[config.mk]
export PLATFORM = sky130hd
export DESIGN_NAME = line_defect_inserter
export DESIGN_NICKNAME = d
export VERILOG_FILES = /design/src/line_defect_pkg.sv /design/src/line_defect_cause.sv /design/src/overhead_byte_insert.sv /design/src/line_defect_inserter.sv
export VERILOG_INCLUDE_DIRS = /design/src
export SDC_FILE = /design/constraint.sdc
export NUM_CORES = 1
export LEC_CHECK = 0
export ABC_AREA = 1
export BUFFER_PORTS_ARGS = -buffer_cell sky130_fd_sc_hd__buf_2
export CORE_UTILIZATION = 40
export CTS_CLUSTER_SIZE = 24
export DETAILED_ROUTE_END_ITERATION = 8
export PLACE_DENSITY = 0.74
export SLEW_MARGIN = 20
export SYNTH_ARGS = -nofsm -noshare
export SYNTH_HDL_FRONTEND = slang
export SYNTH_SLANG_ARGS = --single-unit
[constraint.sdc]
create_clock -name clock -period 3.1 [get_ports clock]
set_input_delay 0.155 -clock clock [delete_from_list [all_inputs] [get_ports clock]]
set_output_delay 0.155 -clock clock [all_outputs]
set_load 0.01 [all_outputs]
[src/line_defect_defines.svh]
// register map, field positions and reset values for the line defect inserter
// What this block does
// [RQ1] force bit 5 sends line defect
// [RQ2] defect sets K2 bits 6-8 to 110
// [RQ3] loss or alarm force masks force bit
// [RQ4] clearing force bit stops forced defect
// [RQ5] enable bit 2: line alarm triggers defect
// [RQ6] enable bit 1: frame loss triggers defect
// [RQ7] enable bit 0: signal loss triggers defect
// [RQ8] enable bits 0-2 reset to one
// [RQ9] idle: K2 bits 6-8 not 110
// [RQ10] error indication: auto, software, or external
// [RQ11] force and enabled causes are ORed
// [RQ12] idle K2 bits pass unchanged unless bits 6-8 are 110
`ifndef LINE_DEFECT_DEFINES_SVH
`define LINE_DEFECT_DEFINES_SVH

// register indices; byte address is four times the index
`define TXC0_INDEX 16'h1902
`define RDIC_INDEX 16'h1933
`define REIC_INDEX 16'h1934
`define STAT_INDEX 16'h1935
`define TXC0_ADDR {`TXC0_INDEX, 2'b00}
`define RDIC_ADDR {`RDIC_INDEX, 2'b00}
`define REIC_ADDR {`REIC_INDEX, 2'b00}
`define STAT_ADDR {`STAT_INDEX, 2'b00}

// transmit control byte 0 fields
`define TXC0_SIGNAL_LOSS_FORCE 3
`define TXC0_LINE_ALARM_FORCE 4
`define TXC0_LINE_DEFECT_FORCE 5
`define TXC0_ERROR_BYTE_SOURCE_SEL0 7
`define TXC0_WMASK 8'hBF
`define TXC0_RESET 8'h00

// automatic defect control fields
`define RDIC_ON_SIGNAL_LOSS 0
`define RDIC_ON_FRAME_LOSS 1
`define RDIC_ON_LINE_ALARM 2
`define RDIC_EXTERNAL_EN 3
`define RDIC_WMASK 8'h0F
`define RDIC_RESET 8'h07

// error indication control fields
`define REIC_SOURCE_SEL1 0
`define REIC_SW_LSB 4
`define REIC_WMASK 8'hF1
`define REIC_RESET 8'h00

// status fields
`define STAT_SIGNAL_LOSS 0
`define STAT_FRAME_LOSS 1
`define STAT_LINE_ALARM 2
`define STAT_DEFECT_ACTIVE 3
`define STAT_REI_LSB 4

// overhead byte fields
`define K2_DEFECT_PATTERN 3'h6
`define K2_FIELD_W 3
`define M0_FIELD_W 4
`define BYTE_ZERO 8'h00

`endif

[src/line_defect_pkg.sv]
// types shared by the line defect inserter
`default_nettype none
package line_defect_pkg;
	// error indication source for the M0 field
	typedef enum logic [1:0] {
		REI_AUTO = 2'b00,
		REI_SOFTWARE = 2'b01,
		REI_EXTERNAL = 2'b10
	} rei_source_t;
endpackage
`default_nettype wire

[src/line_defect_cause.sv]
// combines forced and automatic line defect causes
`default_nettype none
`include "line_defect_defines.svh"
module line_defect_cause (
	// control fields
	input wire logic [7:0] txc0,
	input wire logic [7:0] rdic,
	// receive side defects
	input wire logic rx_signal_loss,
	input wire logic rx_frame_loss,
	input wire logic rx_line_alarm,
	// result
	output logic defect_req
);
	logic force_ok;
	logic auto_req;

	// force honoured only while no loss or alarm force
	always_comb begin
		// [RQ3] force masked by overrides
		force_ok = txc0[`TXC0_LINE_DEFECT_FORCE]
			& ~txc0[`TXC0_SIGNAL_LOSS_FORCE]
			& ~txc0[`TXC0_LINE_ALARM_FORCE];
		// [RQ5] [RQ6] [RQ7] enabled automatic causes
		auto_req = (rdic[`RDIC_ON_LINE_ALARM] & rx_line_alarm)
			| (rdic[`RDIC_ON_FRAME_LOSS] & rx_frame_loss)
			| (rdic[`RDIC_ON_SIGNAL_LOSS] & rx_signal_loss);
		// [RQ11] OR of all causes
		defect_req = force_ok | auto_req;
	end
endmodule
`default_nettype wire

[src/overhead_byte_insert.sv]
// writes K2 defect field and M0 error field into the outbound byte stream
`default_nettype none
`include "line_defect_defines.svh"
module overhead_byte_insert (
	// clock and reset
	input wire logic clock,
	input wire logic reset_n,
	// inbound stream
	input wire logic [7:0] byte_in,
	input wire logic byte_valid,
	input wire logic k2_slot,
	input wire logic m0_slot,
	// field values
	input wire logic defect_req,
	input wire logic [3:0] rei_value,
	// outbound stream
	output logic [7:0] byte_out_r,
	output logic valid_out_r,
	output logic defect_sent_r
);
	logic [7:0] byte_out_nxt;
	logic valid_out_nxt;
	logic defect_sent_nxt;

	// field substitution on overhead slots
	always_comb begin
		byte_out_nxt = byte_in;
		valid_out_nxt = byte_valid;
		defect_sent_nxt = defect_sent_r;
		if (byte_valid && k2_slot) begin
			defect_sent_nxt = defect_req;
			if (defect_req) begin
				// [RQ2] pattern in K2 bits 6-8
				byte_out_nxt = {byte_in[7:`K2_FIELD_W], `K2_DEFECT_PATTERN};
			end else if (byte_in[`K2_FIELD_W-1:0] == `K2_DEFECT_PATTERN) begin
				// [RQ9] never 110 when idle
				byte_out_nxt = {byte_in[7:`K2_FIELD_W], {`K2_FIELD_W{1'b0}}};
			end
			// [RQ12] otherwise byte passes unchanged
		end else if (byte_valid && m0_slot) begin
			// [RQ10] error field into M0 bits 5-8
			byte_out_nxt = {byte_in[7:`M0_FIELD_W], rei_value};
		end
	end

	// stream registers
	always_ff @(posedge clock or negedge reset_n) begin
		if (!reset_n) begin
			byte_out_r <= `BYTE_ZERO;
			valid_out_r <= 1'b0;
			defect_sent_r <= 1'b0;
		end else begin
			byte_out_r <= byte_out_nxt;
			valid_out_r <= valid_out_nxt;
			defect_sent_r <= defect_sent_nxt;
		end
	end
endmodule
`default_nettype wire

[src/line_defect_inserter.sv]
// line remote defect inserter: APB registers, cause combine, K2/M0 insertion
//
// Our own choice: the APB register port.
`default_nettype none
`include "line_defect_defines.svh"
module line_defect_inserter #(
	parameter int ADDR_W = 18
) (
	// clock and reset
	input wire logic clock,
	input wire logic reset_n,
	// APB slave
	input wire logic psel,
	input wire logic penable,
	input wire logic pwrite,
	input wire logic [ADDR_W-1:0] paddr,
	input wire logic [31:0] pwdata,
	input wire logic [3:0] pstrb,
	output logic [31:0] prdata,
	output logic pready,
	output logic pslverr,
	// receive side defect indications
	input wire logic rx_signal_loss,
	input wire logic rx_frame_loss,
	input wire logic rx_line_alarm,
	input wire logic [3:0] rx_b2_error_count,
	// external error indication value
	input wire logic [3:0] path_overhead_input_port,
	// inbound transmit stream
	input wire logic [7:0] tx_byte_in,
	input wire logic tx_byte_valid,
	input wire logic tx_k2_slot,
	input wire logic tx_m0_slot,
	// outbound transmit stream
	output logic [7:0] tx_byte_out,
	output logic tx_byte_valid_out,
	output logic line_defect_sent
);
	// register state
	logic [7:0] txc0_r;
	logic [7:0] txc0_nxt;
	logic [7:0] rdic_r;
	logic [7:0] rdic_nxt;
	logic [7:0] reic_r;
	logic [7:0] reic_nxt;

	// bus answer state
	logic [31:0] prdata_r;
	logic [31:0] prdata_nxt;
	logic pready_r;
	logic pready_nxt;
	logic pslverr_r;
	logic pslverr_nxt;

	// decode
	logic sel_txc0;
	logic sel_rdic;
	logic sel_reic;
	logic sel_stat;
	logic mapped;
	logic setup_phase;
	logic write_take;

	// datapath
	logic defect_req;
	logic [3:0] rei_value;
	logic [7:0] status_byte;
	line_defect_pkg::rei_source_t rei_source;

	// address decode of the four registers
	always_comb begin
		sel_txc0 = (paddr == ADDR_W'(`TXC0_ADDR));
		sel_rdic = (paddr == ADDR_W'(`RDIC_ADDR));
		sel_reic = (paddr == ADDR_W'(`REIC_ADDR));
		sel_stat = (paddr == ADDR_W'(`STAT_ADDR));
		mapped = sel_txc0 | sel_rdic | sel_reic | sel_stat;
		setup_phase = psel & ~penable;
		write_take = psel & penable & pready_r & pwrite & ~pslverr_r & pstrb[0];
	end

	// error indication source choice
	always_comb begin
		if (reic_r[`REIC_SOURCE_SEL1]) begin
			rei_source = line_defect_pkg::REI_EXTERNAL;
		end else if (txc0_r[`TXC0_ERROR_BYTE_SOURCE_SEL0]) begin
			rei_source = line_defect_pkg::REI_SOFTWARE;
		end else begin
			rei_source = line_defect_pkg::REI_AUTO;
		end
	end

	// [RQ10] error indication value per source
	always_comb begin
		case (rei_source)
			line_defect_pkg::REI_AUTO: begin
				rei_value = rx_b2_error_count;
			end
			line_defect_pkg::REI_SOFTWARE: begin
				rei_value = reic_r[`REIC_SW_LSB +: `M0_FIELD_W];
			end
			line_defect_pkg::REI_EXTERNAL: begin
				rei_value = path_overhead_input_port;
			end
			default: begin
				rei_value = rx_b2_error_count;
			end
		endcase
	end

	// live status byte
	always_comb begin
		status_byte = `BYTE_ZERO;
		status_byte[`STAT_SIGNAL_LOSS] = rx_signal_loss;
		status_byte[`STAT_FRAME_LOSS] = rx_frame_loss;
		status_byte[`STAT_LINE_ALARM] = rx_line_alarm;
		status_byte[`STAT_DEFECT_ACTIVE] = defect_req;
		status_byte[`STAT_REI_LSB +: `M0_FIELD_W] = rei_value;
	end

	// register writes, masked to writable bits
	always_comb begin
		txc0_nxt = txc0_r;
		rdic_nxt = rdic_r;
		reic_nxt = reic_r;
		if (write_take) begin
			if (sel_txc0) begin
				// [RQ1] [RQ4] force bit set and cleared by software
				txc0_nxt = pwdata[7:0] & `TXC0_WMASK;
			end
			if (sel_rdic) begin
				// [RQ8] automatic enables live in low bits
				rdic_nxt = pwdata[7:0] & `RDIC_WMASK;
			end
			if (sel_reic) begin
				reic_nxt = pwdata[7:0] & `REIC_WMASK;
			end
		end
	end

	// control registers
	always_ff @(posedge clock or negedge reset_n) begin
		if (!reset_n) begin
			txc0_r <= `TXC0_RESET;
			// [RQ8] enables reset to one
			rdic_r <= `RDIC_RESET;
			reic_r <= `REIC_RESET;
		end else begin
			txc0_r <= txc0_nxt;
			rdic_r <= rdic_nxt;
			reic_r <= reic_nxt;
		end
	end

	// answer prepared in setup, shown during access
	always_comb begin
		prdata_nxt = prdata_r;
		pready_nxt = 1'b0;
		pslverr_nxt = 1'b0;
		if (setup_phase) begin
			pready_nxt = 1'b1;
			pslverr_nxt = ~mapped;
			prdata_nxt = 32'h0000_0000;
			if (!pwrite) begin
				if (sel_txc0) begin
					prdata_nxt[7:0] = txc0_r;
				end else if (sel_rdic) begin
					prdata_nxt[7:0] = rdic_r;
				end else if (sel_reic) begin
					prdata_nxt[7:0] = reic_r;
				end else if (sel_stat) begin
					prdata_nxt[7:0] = status_byte;
				end
			end
		end
	end

	// bus answer registers
	always_ff @(posedge clock or negedge reset_n) begin
		if (!reset_n) begin
			prdata_r <= 32'h0000_0000;
			pready_r <= 1'b0;
			pslverr_r <= 1'b0;
		end else begin
			prdata_r <= prdata_nxt;
			pready_r <= pready_nxt;
			pslverr_r <= pslverr_nxt;
		end
	end

	// bus outputs straight from flip-flops
	assign prdata = prdata_r;
	assign pready = pready_r;
	assign pslverr = pslverr_r;

	// forced and automatic causes
	line_defect_cause u_cause (
		.txc0(txc0_r),
		.rdic(rdic_r),
		.rx_signal_loss(rx_signal_loss),
		.rx_frame_loss(rx_frame_loss),
		.rx_line_alarm(rx_line_alarm),
		.defect_req(defect_req)
	);

	// [RQ2] [RQ11] applied at each K2 byte
	overhead_byte_insert u_insert (
		.clock(clock),
		.reset_n(reset_n),
		.byte_in(tx_byte_in),
		.byte_valid(tx_byte_valid),
		.k2_slot(tx_k2_slot),
		.m0_slot(tx_m0_slot),
		.defect_req(defect_req),
		.rei_value(rei_value),
		.byte_out_r(tx_byte_out),
		.valid_out_r(tx_byte_valid_out),
		.defect_sent_r(line_defect_sent)
	);
endmodule
`default_nettype wire

==> flow_summary_export.csv <==
group,metric,value,unit
status,status,"finished clean",
layout,drive_above_1_share,0.302,
grt,antenna_found_initial,0,
cts,cts.path.max_buffers,2,
timing,rsz0062_at_grt,"no",
place,io_buffers,73,
grt,grt_pass1_vias,1806,
critical_path,required,3.27,ns
timing,finalSetupTns,0,ns
pwr,power_frac_seq,0.509,
yosys,synth-seq-cells,36,
cts,htree_levels,2,
min_path,min_path_cells,2,
timing,fmax,0.658,GHz
run,maxCapViolCount,0,
cts,numClockSinks,36,
grt,grt-ovfl-total,0,
yosys,ys_warn_count,0,
drt,firstDrtPassIters,6,
pwr,p_clk_frac,0.359,
cts,cts-resized-gates,0,
timing,hold_viol,0,
place,finalWeightedCongestion,0.832,
layout,fin_cells,434,
layout,layout_commonest_cell,"nand2_1",
grt,grt_pass1_wl,7.63,mm
timing,post-route-period-util,0.490,
grt,track_usage,0.182,
yosys,syn_inst,279,
pwr,combPwrFrac,0.132,
yosys,ys_seq_area_frac,0.426,
die,fp.dieH,74.9,um
drt,vias,1947,
layout,layout.nets,444,
die,core-area,0.00511,sq mm
yosys,avgSynthCellArea,7.62,sq um
drt,drc,0,
critical_path,path_max_fanout,12,
critical_path,crit_path_start_kind,"flop",
die,start_util,0.416,
layout,diodes,0,
layout,syn_to_final_growth,23.4,%
critical_path,r2r-end,"txc0_r[5]",
die,die_area,0.00561,sq mm
timing,tightestPinTransition,0.800,ns
yosys,netlist-cell-type-count,30,
place,placedCellCount,420,
die,die_w,74.9,um
pwr,switching_power,239,uW
critical_path,worstReg2RegStart,"pslverr",
cts,tritoncts,"done",
drt,dr.first_iter.drc_count,72,
pwr,p_per_area,362,mW/mm^2
cts,cts-hold-fix-buffers,6,
min_path,min_from,"penable",
timing,relSlewSlack,0.467,
drt,wl,4.59,mm
critical_path,arrival,1.69,ns
timing,drv_slew,0,
cts,cts_setup_buffers,0,
pwr,switching_share,0.252,
critical_path,setup.worst_path.end_class,"flop",
timing,fin_crit,1.52,ns
grt,grt_max_degree,37,
pwr,peakVddDrop,243,uV
critical_path,path_class,"flop to flop",
critical_path,reg2reg_slack,1.58,ns
place,dpl.hpwl,3.72,mm
cts,root_buffer,"clkbuf_8",
die,rows,26,
yosys,syn-cell-area,0.00213,sq mm
pwr,p_int,711,uW
layout,layout_common_cells,"nand2_1 (83), buf_2 (73), dfrtp_1 (33), inv_1 (29), nor2_1 (29)",
cts,path_clk_slew,0.07,ns
critical_path,worst-r2r-cell-count,6,
drt,postRouteAntennaNets,0,
drt,viasPerCell,4.49,
timing,finalSetupViolCount,0,
min_path,hold_class,"input port to flop",
pwr,power.leakage,1.47,nW
cts,cts_made_buffers,5,
cts,clk_latency,0.29,ns
drt,wl_per_cell,10.6,um
timing,fin_skew,0.00237,ns
min_path,hold-path-endpoint,"pready",
die,io_pins,125,
## worst max-delay path by stage
stage	from	to	slack (ns)	depth (start not counted)
5_1_grt	pslverr	rdic_r[0]	1.45	5
2_1_floorplan	pslverr	txc0_r[3]	1.81	7
3_3_place_gp	pslverr	txc0_r[5]	1.65	6
3_5_place_dp	pslverr	txc0_r[5]	1.61	6
6_report	pslverr	txc0_r[5]	1.58	6
4_1_cts	pslverr	txc0_r[5]	1.60	6
## sequential cells by signal, indices dropped and copies added, names as in the netlist
signal,flops
prdata,8
pready,1
pslverr,1
rdic_r,4
reic_r,5
txc0_r,7
u_insert.byte_out_r,8
u_insert.defect_sent_r,1
u_insert.valid_out_r,1
## power groups by stage
stage | Combinational (mW) | Clock, mW | Sequential [mW]
after floorplan | 0.0708 | 0 | 0.499
after detailed placement | 0.120 | 0 | 0.492
after CTS | 0.126 | 0.348 | 0.483
after global placement | 0.118 | 0 | 0.492
final | 0.126 | 0.341 | 0.483
after global routing | 0.145 | 0.376 | 0.484
## critical path, stage by stage, from the launching register on
cell,delay [ns]
dfrtp_1,0.37
inv_1,0.05
nand4_1,0.19
nor2_1,0.32
nand2_2,0.25
nor2_1,0.17
a21oi_2,0.04
## per-layer routing
| metal | up-vias | part of all wire | wire (um) | GRT usage |
|---|---|---|---|---|
| li1 | 1006 | - | - | - |
| met1 | 867 | 0.44 | 2030 | 0.229 |
| met2 | 67 | 0.49 | 2260 | 0.306 |
| met3 | 7 | 0.051 | 233 | 0.0361 |
| met4 | 0 | 0.015 | 70 | 0.0734 |
| met5 | - | 0 | 0 | 0 |
## metrics by stage
step                      total power, mW  hold slack (ns)  worst slack [ns]   util  cell area [sq um]
after floorplan                     0.569           -0.141              1.81      -               2210
after global placement              0.610            0.263              1.65  0.484               2470
after detailed placement            0.613            0.264              1.61  0.484               2470
after CTS                           0.958           0.0514              1.60  0.514               2620
after global routing                 1.00           0.0536              1.45  0.514               2620
final                               0.950           0.0564              1.58  0.514               2620
## layout make-up
class                      count  area (sq um)
inverter                      36           136
multi-input combinational    205           980
sequential                    36           905
clock buffer                   8          90.1
tap                           70          87.6
fill                         512          2480
timing repair buffer          79           425
## cells by family (layout without fill, tap and decap cells)
kind of cell / after synthesis / count (layout) / synth area share
AND/OR/NAND/NOR: 148 / 148 / 0.321
buffers and inverters: 61 / 123 / 0.154
flip-flops: 36 / 36 / 0.426
AO/OA/AOI/OAI: 33 / 33 / 0.0971
other: 1 / 24 / 0.00176
## synth_stat cells, drive strengths merged
library cell,count,area share
nand2,86,0.16
nor2,37,0.084
inv,35,0.062
dfrtp,33,0.39
buf,25,0.090
o21ai,22,0.059
nand3,16,0.049
nand4,5,0.015
a22oi,4,0.014
a21oi,3,0.0088
dfstp,3,0.037
nor3,3,0.015
o211ai,2,0.0071
and2,1,0.0035
clkinv,1,0.0024
conb,1,0.0018
o221ai,1,0.0041
o311ai,1,0.0041
No activity file was read; power rests on OpenSTA's default activity.
